File: config.mk
export PLATFORM = sky130hd
export DESIGN_NAME = ept_timer_tx_kick
export DESIGN_NICKNAME = d
export VERILOG_FILES = /design/src/ept_pkg.sv /design/src/ept_timer_tx_kick.sv
export SDC_FILE = /design/constraint.sdc
export NUM_CORES = 1
export LEC_CHECK = 0
export BUFFER_PORTS_ARGS = -buffer_cell sky130_fd_sc_hd__buf_2
export CORE_MARGIN = 2
export CORE_UTILIZATION = 59
export DETAILED_ROUTE_END_ITERATION = 7
export GPL_TIMING_DRIVEN = 0
export PLACE_DENSITY = 0.75
export SYNTH_ARGS = -nofsm -noshare
export SYNTH_HDL_FRONTEND = slang
export SYNTH_SLANG_ARGS = --single-unit
File: constraint.sdc
create_clock -name mclk -period 3.85 [get_ports mclk]
set_clock_uncertainty 0.15 [all_clocks]
set_input_delay 0.385 -clock mclk [delete_from_list [all_inputs] [get_ports mclk]]
set_output_delay 0.385 -clock mclk [all_outputs]
set_load 0.01 [all_outputs]
File: src/ept_pkg.sv
// Package for the timestamp timer and transmit kick block.
// Assumes an APB master with 32-bit data and one clock mclk.
package ept_pkg;

   // ==========================================================
   // Sizes
   localparam int NCH = 4;
   localparam int ADDR_W = 8;
   localparam int INC_W = 7;
   localparam int RING_AW = 3;
   localparam int IRQ_W = NCH + 1;

   // ==========================================================
   // Register byte addresses
   localparam logic [ADDR_W-1:0] ADDR_TMR_CTRL = 8'h00;
   localparam logic [ADDR_W-1:0] ADDR_TMR_COUNT = 8'h04;
   localparam logic [ADDR_W-1:0] ADDR_TMR_PERIOD = 8'h08;
   localparam logic [ADDR_W-1:0] ADDR_TMR_INC = 8'h0C;
   localparam logic [ADDR_W-1:0] ADDR_GLOBAL_STAT = 8'h10;
   localparam logic [ADDR_W-1:0] ADDR_TX_KICK = 8'h14;
   localparam logic [ADDR_W-1:0] ADDR_EVENT = 8'h18;
   localparam logic [ADDR_W-1:0] ADDR_IRQ_STATUS = 8'h1C;
   localparam logic [ADDR_W-1:0] ADDR_IRQ_MASK = 8'h20;
   // Channel n: control/status at 0x40+8n, compare at 0x44+8n
   localparam logic [2:0] ADDR_CH_PAGE = 3'h2;

   // ==========================================================
   // Field positions
   localparam int CTRL_EN_BIT = 0;
   localparam int CTRL_PERIODIC_BIT = 1;
   localparam int CTRL_PERSEEN_BIT = 2;
   localparam int CSR_MODE_LSB = 2;
   localparam int CSR_IRQ_EN_BIT = 6;
   localparam int CSR_FLAG_BIT = 7;
   localparam int KICK_BIT = 0;
   localparam int EVENT_FRAME_BIT = 0;
   localparam int IRQ_FRAME_BIT = NCH;

   // ==========================================================
   // Encodings and reset values
   localparam logic [3:0] CH_MODE_OC_SW = 4'h4;
   localparam logic [7:0] CHAN_IRQ_VECTOR = 8'h5B;
   localparam logic [7:0] NO_VECTOR = 8'h00;
   localparam logic [31:0] RDATA_ZERO = 32'h0000_0000;

   // ==========================================================
   // Carriers
   typedef struct packed {
      logic psel;
      logic penable;
      logic pwrite;
      logic [ADDR_W-1:0] paddr;
      logic [31:0] pwdata;
   } ept_apb_req_t;

   typedef struct packed {
      logic pready;
      logic pslverr;
      logic [31:0] prdata;
   } ept_apb_rsp_t;

   typedef struct packed {
      logic valid;
      logic readyBit;
   } ept_desc_rsp_t;

   typedef struct packed {
      logic fetchReq;
      logic sendReq;
      logic [RING_AW-1:0] index;
   } ept_tx_req_t;

   typedef enum logic [1:0] {TX_IDLE, TX_FETCH, TX_SEND} ept_tx_state_t;

   typedef struct packed {
      ept_apb_rsp_t rsp;
      logic tmrEn;
      logic periodic_event_enable;
      logic perSeen;
      logic [31:0] count;
      logic [31:0] period;
      logic [INC_W-1:0] inc;
      logic [NCH-1:0][3:0] mode;
      logic [NCH-1:0] chIrqEn;
      logic [NCH-1:0] chFlag;
      logic [NCH-1:0][31:0] cmpAct;
      logic [NCH-1:0][31:0] cmpBuf;
      logic [NCH-1:0] gstat;
      logic kick;
      logic frameFlag;
      logic [IRQ_W-1:0] ists;
      logic [IRQ_W-1:0] imask;
      logic irq;
      logic chanIrq;
      logic [7:0] vec;
      ept_tx_state_t txs;
      logic [RING_AW-1:0] ringIdx;
      ept_tx_req_t txReq;
   } ept_state_t;

   localparam ept_state_t EPT_STATE_RST = '0;

endpackage

File: src/ept_timer_tx_kick.sv
// Timestamp timer with compare channels and transmit ring kick.
// Assumes APB master on mclk; descriptor engine signals on mclk.
//
// Notes on behaviour
// - Counter equal to period sets periodic flag
// - Period match alone never raises an interrupt
// - Mode 0100 compares; enable bit raises interrupt
// - Compare value double buffered inside device
// - Control has periodic enable and timer enable
// - Channel interrupts use vector number 91
// - Compare sets channel and global flags
// - Clear ready bit stops ring, clears kick
// - Kick write while set is ignored
// - Kick zero-to-one restarts at current position
// - Frame completion sets transmit frame flag
//
// Chosen here: the register offsets and register access over APB.
`timescale 1ns/1ps
`default_nettype none

module ept_timer_tx_kick
   import ept_pkg::*;
(
   input wire logic mclk,
   input wire logic rstn,
   input wire ept_apb_req_t apbReq,
   output ept_apb_rsp_t apbRsp,
   input wire ept_desc_rsp_t descRsp,
   input wire logic frameDone,
   output ept_tx_req_t txReq,
   output logic irq,
   output logic chanIrq,
   output logic [7:0] chanIrqVector
);

   // ==========================================================
   // Address decode
   // Returns {hit, isCompare, index}
   function automatic logic [3:0] chanDecode(
      input logic [ADDR_W-1:0] a);
      chanDecode = {(a[7:5] == ADDR_CH_PAGE) && (a[1:0] == 2'h0),
         a[2], a[4:3]};
   endfunction

   function automatic logic isMapped(input logic [ADDR_W-1:0] a);
      logic [3:0] cd;
      cd = chanDecode(a);
      case (a)
         ADDR_TMR_CTRL, ADDR_TMR_COUNT, ADDR_TMR_PERIOD, ADDR_TMR_INC,
         ADDR_GLOBAL_STAT, ADDR_TX_KICK, ADDR_EVENT, ADDR_IRQ_STATUS,
         ADDR_IRQ_MASK: isMapped = 1'b1;
         default: isMapped = cd[3];
      endcase
   endfunction

   ept_state_t r_reg;
   ept_state_t r_next;

   logic setupPh;
   logic accessDone;
   logic wrDone;
   logic rdDone;
   logic perHit;
   logic [NCH-1:0] cmpHit;
   logic [3:0] cdec;

   assign setupPh = apbReq.psel && !apbReq.penable && !r_reg.rsp.pready;
   assign accessDone = apbReq.psel && apbReq.penable && r_reg.rsp.pready;
   assign wrDone = accessDone && apbReq.pwrite;
   assign rdDone = accessDone && !apbReq.pwrite;
   assign cdec = chanDecode(apbReq.paddr);
   assign perHit = r_reg.tmrEn && (r_reg.count == r_reg.period);

   // ==========================================================
   // Next state
   always_comb begin
      logic [31:0] rd;
      logic [1:0] ci;
      r_next = r_reg;
      rd = RDATA_ZERO;
      ci = cdec[1:0];
      r_next.rsp.pready = 1'b0;
      r_next.rsp.pslverr = 1'b0;

      // Read data
      case (apbReq.paddr)
         ADDR_TMR_CTRL: begin
            rd[CTRL_EN_BIT] = r_reg.tmrEn;
            rd[CTRL_PERIODIC_BIT] = r_reg.periodic_event_enable;
            rd[CTRL_PERSEEN_BIT] = r_reg.perSeen;
         end
         ADDR_TMR_COUNT: rd = r_reg.count;
         ADDR_TMR_PERIOD: rd = r_reg.period;
         ADDR_TMR_INC: rd[INC_W-1:0] = r_reg.inc;
         ADDR_GLOBAL_STAT: rd[NCH-1:0] = r_reg.gstat;
         ADDR_TX_KICK: rd[KICK_BIT] = r_reg.kick;
         ADDR_EVENT: rd[EVENT_FRAME_BIT] = r_reg.frameFlag;
         ADDR_IRQ_STATUS: rd[IRQ_W-1:0] = r_reg.ists;
         ADDR_IRQ_MASK: rd[IRQ_W-1:0] = r_reg.imask;
         default: begin
            if (cdec[3] && cdec[2]) begin
               rd = r_reg.cmpAct[ci];
            end else if (cdec[3]) begin
               rd[CSR_MODE_LSB +: 4] = r_reg.mode[ci];
               rd[CSR_IRQ_EN_BIT] = r_reg.chIrqEn[ci];
               rd[CSR_FLAG_BIT] = r_reg.chFlag[ci];
            end
         end
      endcase

      // Bus answer one cycle after setup
      if (setupPh) begin
         r_next.rsp.pready = 1'b1;
         r_next.rsp.pslverr = !isMapped(apbReq.paddr);
         r_next.rsp.prdata = isMapped(apbReq.paddr) ? rd : RDATA_ZERO;
      end

      // Register writes, before hardware events so sets win
      if (wrDone) begin
         case (apbReq.paddr)
            ADDR_TMR_CTRL: begin
               r_next.tmrEn = apbReq.pwdata[CTRL_EN_BIT];
               r_next.periodic_event_enable = apbReq.pwdata[CTRL_PERIODIC_BIT];
               if (apbReq.pwdata[CTRL_PERSEEN_BIT]) begin
                  r_next.perSeen = 1'b0;
               end
            end
            ADDR_TMR_PERIOD: r_next.period = apbReq.pwdata;
            ADDR_TMR_INC: r_next.inc = apbReq.pwdata[INC_W-1:0];
            ADDR_GLOBAL_STAT: begin
               r_next.gstat = r_reg.gstat & ~apbReq.pwdata[NCH-1:0];
            end
            ADDR_TX_KICK: begin
               // Only a rising kick acts; writes while set are dropped
               if (apbReq.pwdata[KICK_BIT] && !r_reg.kick) begin
                  r_next.kick = 1'b1;
               end
            end
            ADDR_EVENT: begin
               if (apbReq.pwdata[EVENT_FRAME_BIT]) begin
                  r_next.frameFlag = 1'b0;
               end
            end
            ADDR_IRQ_MASK: r_next.imask = apbReq.pwdata[IRQ_W-1:0];
            default: begin
               if (cdec[3] && cdec[2]) begin
                  // Two-stage shift: two writes fill both stages
                  r_next.cmpAct[ci] = r_reg.cmpBuf[ci];
                  r_next.cmpBuf[ci] = apbReq.pwdata;
               end else if (cdec[3]) begin
                  r_next.mode[ci] = apbReq.pwdata[CSR_MODE_LSB +: 4];
                  r_next.chIrqEn[ci] = apbReq.pwdata[CSR_IRQ_EN_BIT];
                  if (apbReq.pwdata[CSR_FLAG_BIT]) begin
                     r_next.chFlag[ci] = 1'b0;
                  end
               end
            end
         endcase
      end

      // Interrupt status clears on read
      if (rdDone && apbReq.paddr == ADDR_IRQ_STATUS) begin
         r_next.ists = '0;
      end

      // Timestamp counter
      if (r_reg.tmrEn) begin
         r_next.count = perHit ? 32'h0000_0000 :
            r_reg.count + 32'(r_reg.inc);
      end
      // Period flag is visible only; no interrupt source feeds from it
      if (perHit && r_reg.periodic_event_enable) begin
         r_next.perSeen = 1'b1;
      end

      // Compare channels
      for (int i = 0; i < NCH; i++) begin
         cmpHit[i] = r_reg.tmrEn && (r_reg.mode[i] == CH_MODE_OC_SW)
            && (r_reg.count == r_reg.cmpAct[i]);
         if (cmpHit[i]) begin
            r_next.chFlag[i] = 1'b1;
            r_next.gstat[i] = 1'b1;
            r_next.cmpAct[i] = r_reg.cmpBuf[i];
            if (r_reg.chIrqEn[i]) begin
               r_next.ists[i] = 1'b1;
            end
         end
      end

      // Transmit descriptor engine
      case (r_reg.txs)
         TX_IDLE: begin
            if (r_reg.kick) begin
               r_next.txReq.fetchReq = 1'b1;
               r_next.txs = TX_FETCH;
            end
         end
         TX_FETCH: begin
            if (descRsp.valid) begin
               r_next.txReq.fetchReq = 1'b0;
               if (descRsp.readyBit) begin
                  r_next.txReq.sendReq = 1'b1;
                  r_next.txs = TX_SEND;
               end else begin
                  r_next.kick = 1'b0;
                  r_next.txs = TX_IDLE;
               end
            end
         end
         TX_SEND: begin
            if (frameDone) begin
               r_next.txReq.sendReq = 1'b0;
               r_next.ringIdx = r_reg.ringIdx + RING_AW'(1);
               r_next.frameFlag = 1'b1;
               r_next.ists[IRQ_FRAME_BIT] = 1'b1;
               r_next.txs = TX_IDLE;
            end
         end
         default: r_next.txs = TX_IDLE;
      endcase
      r_next.txReq.index = r_next.ringIdx;

      // Interrupt outputs
      r_next.irq = |(r_next.ists & r_next.imask);
      r_next.chanIrq = |(r_next.ists[NCH-1:0] & r_next.imask[NCH-1:0]);
      r_next.vec = r_next.chanIrq ? CHAN_IRQ_VECTOR : NO_VECTOR;
   end

   // ==========================================================
   // State register
   always_ff @(posedge mclk or negedge rstn) begin
      if (!rstn) begin
         r_reg <= EPT_STATE_RST;
      end else begin
         r_reg <= r_next;
      end
   end

   assign apbRsp = r_reg.rsp;
   assign txReq = r_reg.txReq;
   assign irq = r_reg.irq;
   assign chanIrq = r_reg.chanIrq;
   assign chanIrqVector = r_reg.vec;
endmodule

`default_nettype wire

Yosys cells after proc, flatten, opt, wreduce, memory -nomap -nowiden
Index checks and enable logic that the tools add are counted.
{ "word_totals": {"ff_bits": 420, "input_bits": 48, "out_inout_bits": 49, "wordCells": 260} }
{ "op_classes": {"n_addsub": 2, "order_cmp": 2, "eq_ne": 32, "n_mux": 90, "bitwise_logic": 8, "n_reduce_logical": 85} }
{ "ops": {"columns": ["operator", "count"], "rows": [
  ["32-bit 2-to-1 mux", 9],
  ["266-bit 2-to-1 mux", 1],
  ["260-bit 2-to-1 mux", 1],
  ["128-bit bitwise mux", 2],
  ["256-bit 2-to-1 mux", 1],
  ["32-bit equality test", 5],
  ["32-bit binary-select mux with 2-bit select", 2],
  ["25-bit one-hot mux with 3 select lines", 1],
  ["32-bit demux with 2-bit select", 1],
  ["2-bit nonzero test", 25],
  ["1-bit 2-to-1 mux", 35],
  ["34-bit 2-to-1 mux", 1],
  ["32-bit by 7-bit adder with 32-bit output", 1],
  ["8-bit by 5-bit equality test with 1-bit output, second input constant", 4],
  ["24-bit 2-to-1 mux", 1],
  ["4-bit 2-to-1 mux", 6],
  ["3-bit AND reduction", 8],
  ["1-bit logical AND", 21],
  ["5-bit 2-to-1 mux", 4],
  ["5-bit AND reduction", 4],
  ["16-bit bitwise mux", 1],
  ["4-bit by 3-bit equality test with 1-bit output, second input constant", 4],
  ["8-bit by 4-bit equality test with 1-bit output, second input constant", 2],
  ["2-bit != test, second input constant", 8],
  ["40 further kinds", 71]
]} }

Logic depth before layout (Yosys ltp)
{ "logic_depth": {"ltp_word": 15, "ltp_mapped": 10, "ltp_nobuf": 9} }

Least setup slack after synthesis
OpenSTA, ideal clock, no wires.
{ "synth_path": {"path_type": "flip-flop to flip-flop", "start": "register r_reg[381] in the netlist's numbering", "end": "register r_reg[166] in the netlist's numbering", "setup_ns": 0.125, "arrival_ns": 2.712, "t_required_ns": 3.575, "path_slack_ns": 0.863, "path_stages_with_launch": 9, "n_path_buf": 2, "synth_period_minus_slack_ns": 2.987, "cell_sequence": "dfrtp_1 buf_6 xor2_1 or4_1 or4_1 or4_4 o41ai_4 buf_8 mux2_2"} }
{ "synth_between": {"elab_chain_len": 4, "word_cells_on_any_way": 7, "classes_between": "eq/ne: 2; mux: 1; reduce/logical: 4"} }
{ "synth_rtl": {"columns": ["element", "line", "text"], "rows": [
  ["start, declared", "ept_timer_tx_kick.sv:56", "ept_state_t r_reg;"],
  ["start signal, assigned", "ept_timer_tx_kick.sv:235", "r_reg <= r_next;"],
  ["32-bit equality test *", "ept_timer_tx_kick.sv:179", "&& (r_reg.count == r_reg.cmpAct[i]);"],
  ["1-bit logical AND *", "ept_timer_tx_kick.sv:179", null],
  ["2-bit by 1-bit != test with 1-bit output (no source line) / 2-bit nonzero test (equally long branches)", null, null],
  ["3-bit AND reduction (no source line)", null, null]
]} }
Mark *: on every way between the ends. The rest lies on a longest branch, timed or not.
A chain may end at the register's enable or synchronous reset.

Worst setup path after layout
{ "layout_path": {"start": "register r_reg[374] in the netlist's numbering", "end": "register r_reg[235] in the netlist's numbering"} }
The elaborated chain is that of the path after synthesis.

==> flow_metrics.env <==
export IMPL_relSlewSlack_pct=16.4
export IMPL_netlist_area_leader_share_pct=51.6
export IMPL_mostFrequentLayoutCells="dfrtp_1, mux2_2, nand2_1, xor2_1, buf_2"
export IMPL_synth_area_um2=20000
export IMPL_clk_latency_ps=550
export IMPL_coreArea_um2=33400
export IMPL_diodes=0
export IMPL_yosysUniqueCellTypes=68
export IMPL_grt_pass1_wl_um=88200
export IMPL_post_route_drc_count=1
export IMPL_drt_wl_total_um=57800
export IMPL_fp_dieW_um=188
export IMPL_dp_hpwl_um=41800
export IMPL_yosys_warnings=0
export IMPL_grt_total_usage_pct=33.4
export IMPL_setup_tns_ps=-63.6
export IMPL_layout_drive_gt1_share_pct=30.9
export IMPL_cap_violations=0
export IMPL_num_rows=67
export IMPL_status="finished with violations"
export IMPL_synth_largest_area_cell="dfrtp_1"
export IMPL_ios=97
export IMPL_cts_root_buffer="clkbuf_16"
export IMPL_gp_congestion=0.966
export IMPL_critPathKind="flop to flop"
export IMPL_dpl_instance_area_um2=21100
export IMPL_critPathMaxFanout=10
export IMPL_leakage_uw=0.0115
export IMPL_cp_data_arrival_time_ps=4140
export IMPL_finalCritPeriodShare_pct=100
export IMPL_setup_viol=8
export IMPL_cts_htree_levels=2
export IMPL_hold_viol_final=0
export IMPL_drtIter0Drc=1664
export IMPL_rrSetupSlack_ps=-20
export IMPL_violations="DRC, setup timing"
export IMPL_hold_worst_slack_ps=8.49
export IMPL_first_pass_iters=8
export IMPL_floorplan_initialDensity_pct=59.9
export IMPL_mostFrequentLayoutCell="dfrtp_1"
export IMPL_syn_avg_cell_area_um2=12.3
export IMPL_cts_clk_slew_worst_paths_ps=70
export IMPL_finalPower_uw=9060
export IMPL_cts_num_sinks=413
export IMPL_fin_crit_ps=3870
export IMPL_synth_main_ff_cell="dfrtp_1"
export IMPL_die_y_um=188
export IMPL_antenna_left=0
export IMPL_numCtsBuffers=43
export IMPL_finalMaxSlewViolations=0
export IMPL_min_path_type="primary input to flop"
export IMPL_crit_path_start="r_reg[374]$_DFFE_PN0P_"
export IMPL_io_buffer_count=91
export IMPL_end_kind="flop"
export IMPL_syn_inst=1624
export IMPL_rsz0062_at_grt="false"
export IMPL_seq_area_frac_synth_pct=51.6
export IMPL_gr_total_overflow=0
export IMPL_via_per_inst=6.28
export IMPL_fmax_ghz=0.259
export IMPL_synth_edf_count=0
export IMPL_antenna_found_initial=0
export IMPL_largest_register_ffs=372
export IMPL_hold_path_startpoint="apbReq[10]"
export IMPL_grt_pass1_vias=14200
export IMPL_via_count=14200
export IMPL_final_area_um2=22900
export IMPL_cts_tree="built"
export IMPL_dieArea_um2=35400
export IMPL_syn_to_final_growth_pct=14.3
export IMPL_p_per_area_nw_per_um2=396
export IMPL_ys_async_sr_fraction_pct=100
export IMPL_nets=1843
export IMPL_ir_worst_vdd_mv=0.370
export IMPL_n_fill_cell=2453
export IMPL_grt_max_degree=125
export IMPL_cp_start_kind="flop"
export IMPL_tightest_slew_ps=1240
export IMPL_clockBufferDepth=3
export IMPL_required_ps=4130
export IMPL_pre_cts_ws_ps=-240
export IMPL_ys_ff_latch=413
export IMPL_synth_area_leaders="dfrtp_1, mux2_2, xor2_1, mux4_2, xnor2_1"
export IMPL_wl_per_cell_um=25.5
export IMPL_reg2reg_from="r_reg[374]$_DFFE_PN0P_"
export IMPL_worst_slack_ps=-15.8
==> through the flow <==
step / cells / util, %
2_1_floorplan: 1626 / -
3_3_place_gp: 2165 / 62.9
3_5_place_dp: 2168 / 63.2
4_1_cts: 2265 / 68.3
5_1_grt: 2265 / 68.4
6_report: 2265 / 68.4
==> area by class of cell <==
class	instances	area, um^2	area share (%)
multi-input cells	1028	8770	38.3
inverters	28	105	0.459
plain buffers	157	846	3.70
flip-flops and latches	413	10300	45.2
well taps	448	561	2.45
repair buffers	115	758	3.31
clock buffers	67	1350	5.90
clock inverters	9	151	0.662
==> critical path: stages, from the launching register on <==
cell,delay (ps)
dfrtp_1,360
clkbuf_1,290
xnor2_1,450
nand4_1,220
nor4_1,650
nand3_1,150
nand2_1,340
buf_1,720
mux2_2,420
==> worst paths after layout <==
kind                       cells past startpoint                     end
min                                            2  r_reg[333]$_DFFE_PN0P_
max                                            8  r_reg[235]$_DFFE_PN0P_
max in group asynchronous                      4  r_reg[188]$_DFFE_PN0P_
max reg2reg                                    8  r_reg[235]$_DFFE_PN0P_
min in group asynchronous                      2    txReq[3]$_DFFE_PN0P_
min reg2reg                                    1    txReq[2]$_DFFE_PN0P_
==> synthesized netlist by cell type (4+ instances only) <==
library cell and n:
mux2i_1 6, inv_1 28, ha_1 8, a222oi_1 9
o2111ai_1 5, mux4_2 38, xnor2_1 79, and3_1 7
or3_1 8, dfrtp_1 413, clkbuf_1 81, a21o_1 6
buf_1 21, mux2_2 290, nand2_1 106, o21ai_0 83
nand4_1 36, and4_1 5, nor2_1 44, a22o_1 30
and2_1 4, nand3_1 23, o211ai_1 9, buf_4 47
xor2_1 106, nor3_1 12, a21oi_1 30, o31ai_1 5
nor4_1 28
==> timing repair <==
action,4_1_cts,5_1_grt
buffers inserted,0,0
hold endpoints to repair,126,0
setup endpoints to repair,25,44
hold buffers,21,0
resized for setup,4,5
==> where the power goes <==
part | total [uW] | switching (uW) | internal, uW
clock | 4360 | 1700 | 2670
sequential | 4370 | 15.4 | 4360
combinational | 321 | 220 | 101
total | 9060 | 1930 | 7130
==> kinds of logic after synthesis <==
family | count (synthesis) | share of synthesized area, %
AOI/OAI and AO/OA | 200 | 6.59
xor gates and xnor gates | 185 | 8.09
adders and majority gates | 9 | 0.600
buffers and inverters | 185 | 4.70
DFF | 413 | 51.6
muxes | 334 | 20.9
other | 1 | 0.0187
and+or+nand+nor | 297 | 7.49
==> metal layers <==
metal  global-route usage (%)  part of all wire [%]  routed length, um
met5                        0                     0                  0
met1                     46.5                    41              23500
met4                     12.3                   4.1               2340
met3                     7.38                   9.5               5460
met2                     52.0                    46              26500
Note: power is estimated with default switching activity, not from simulation.
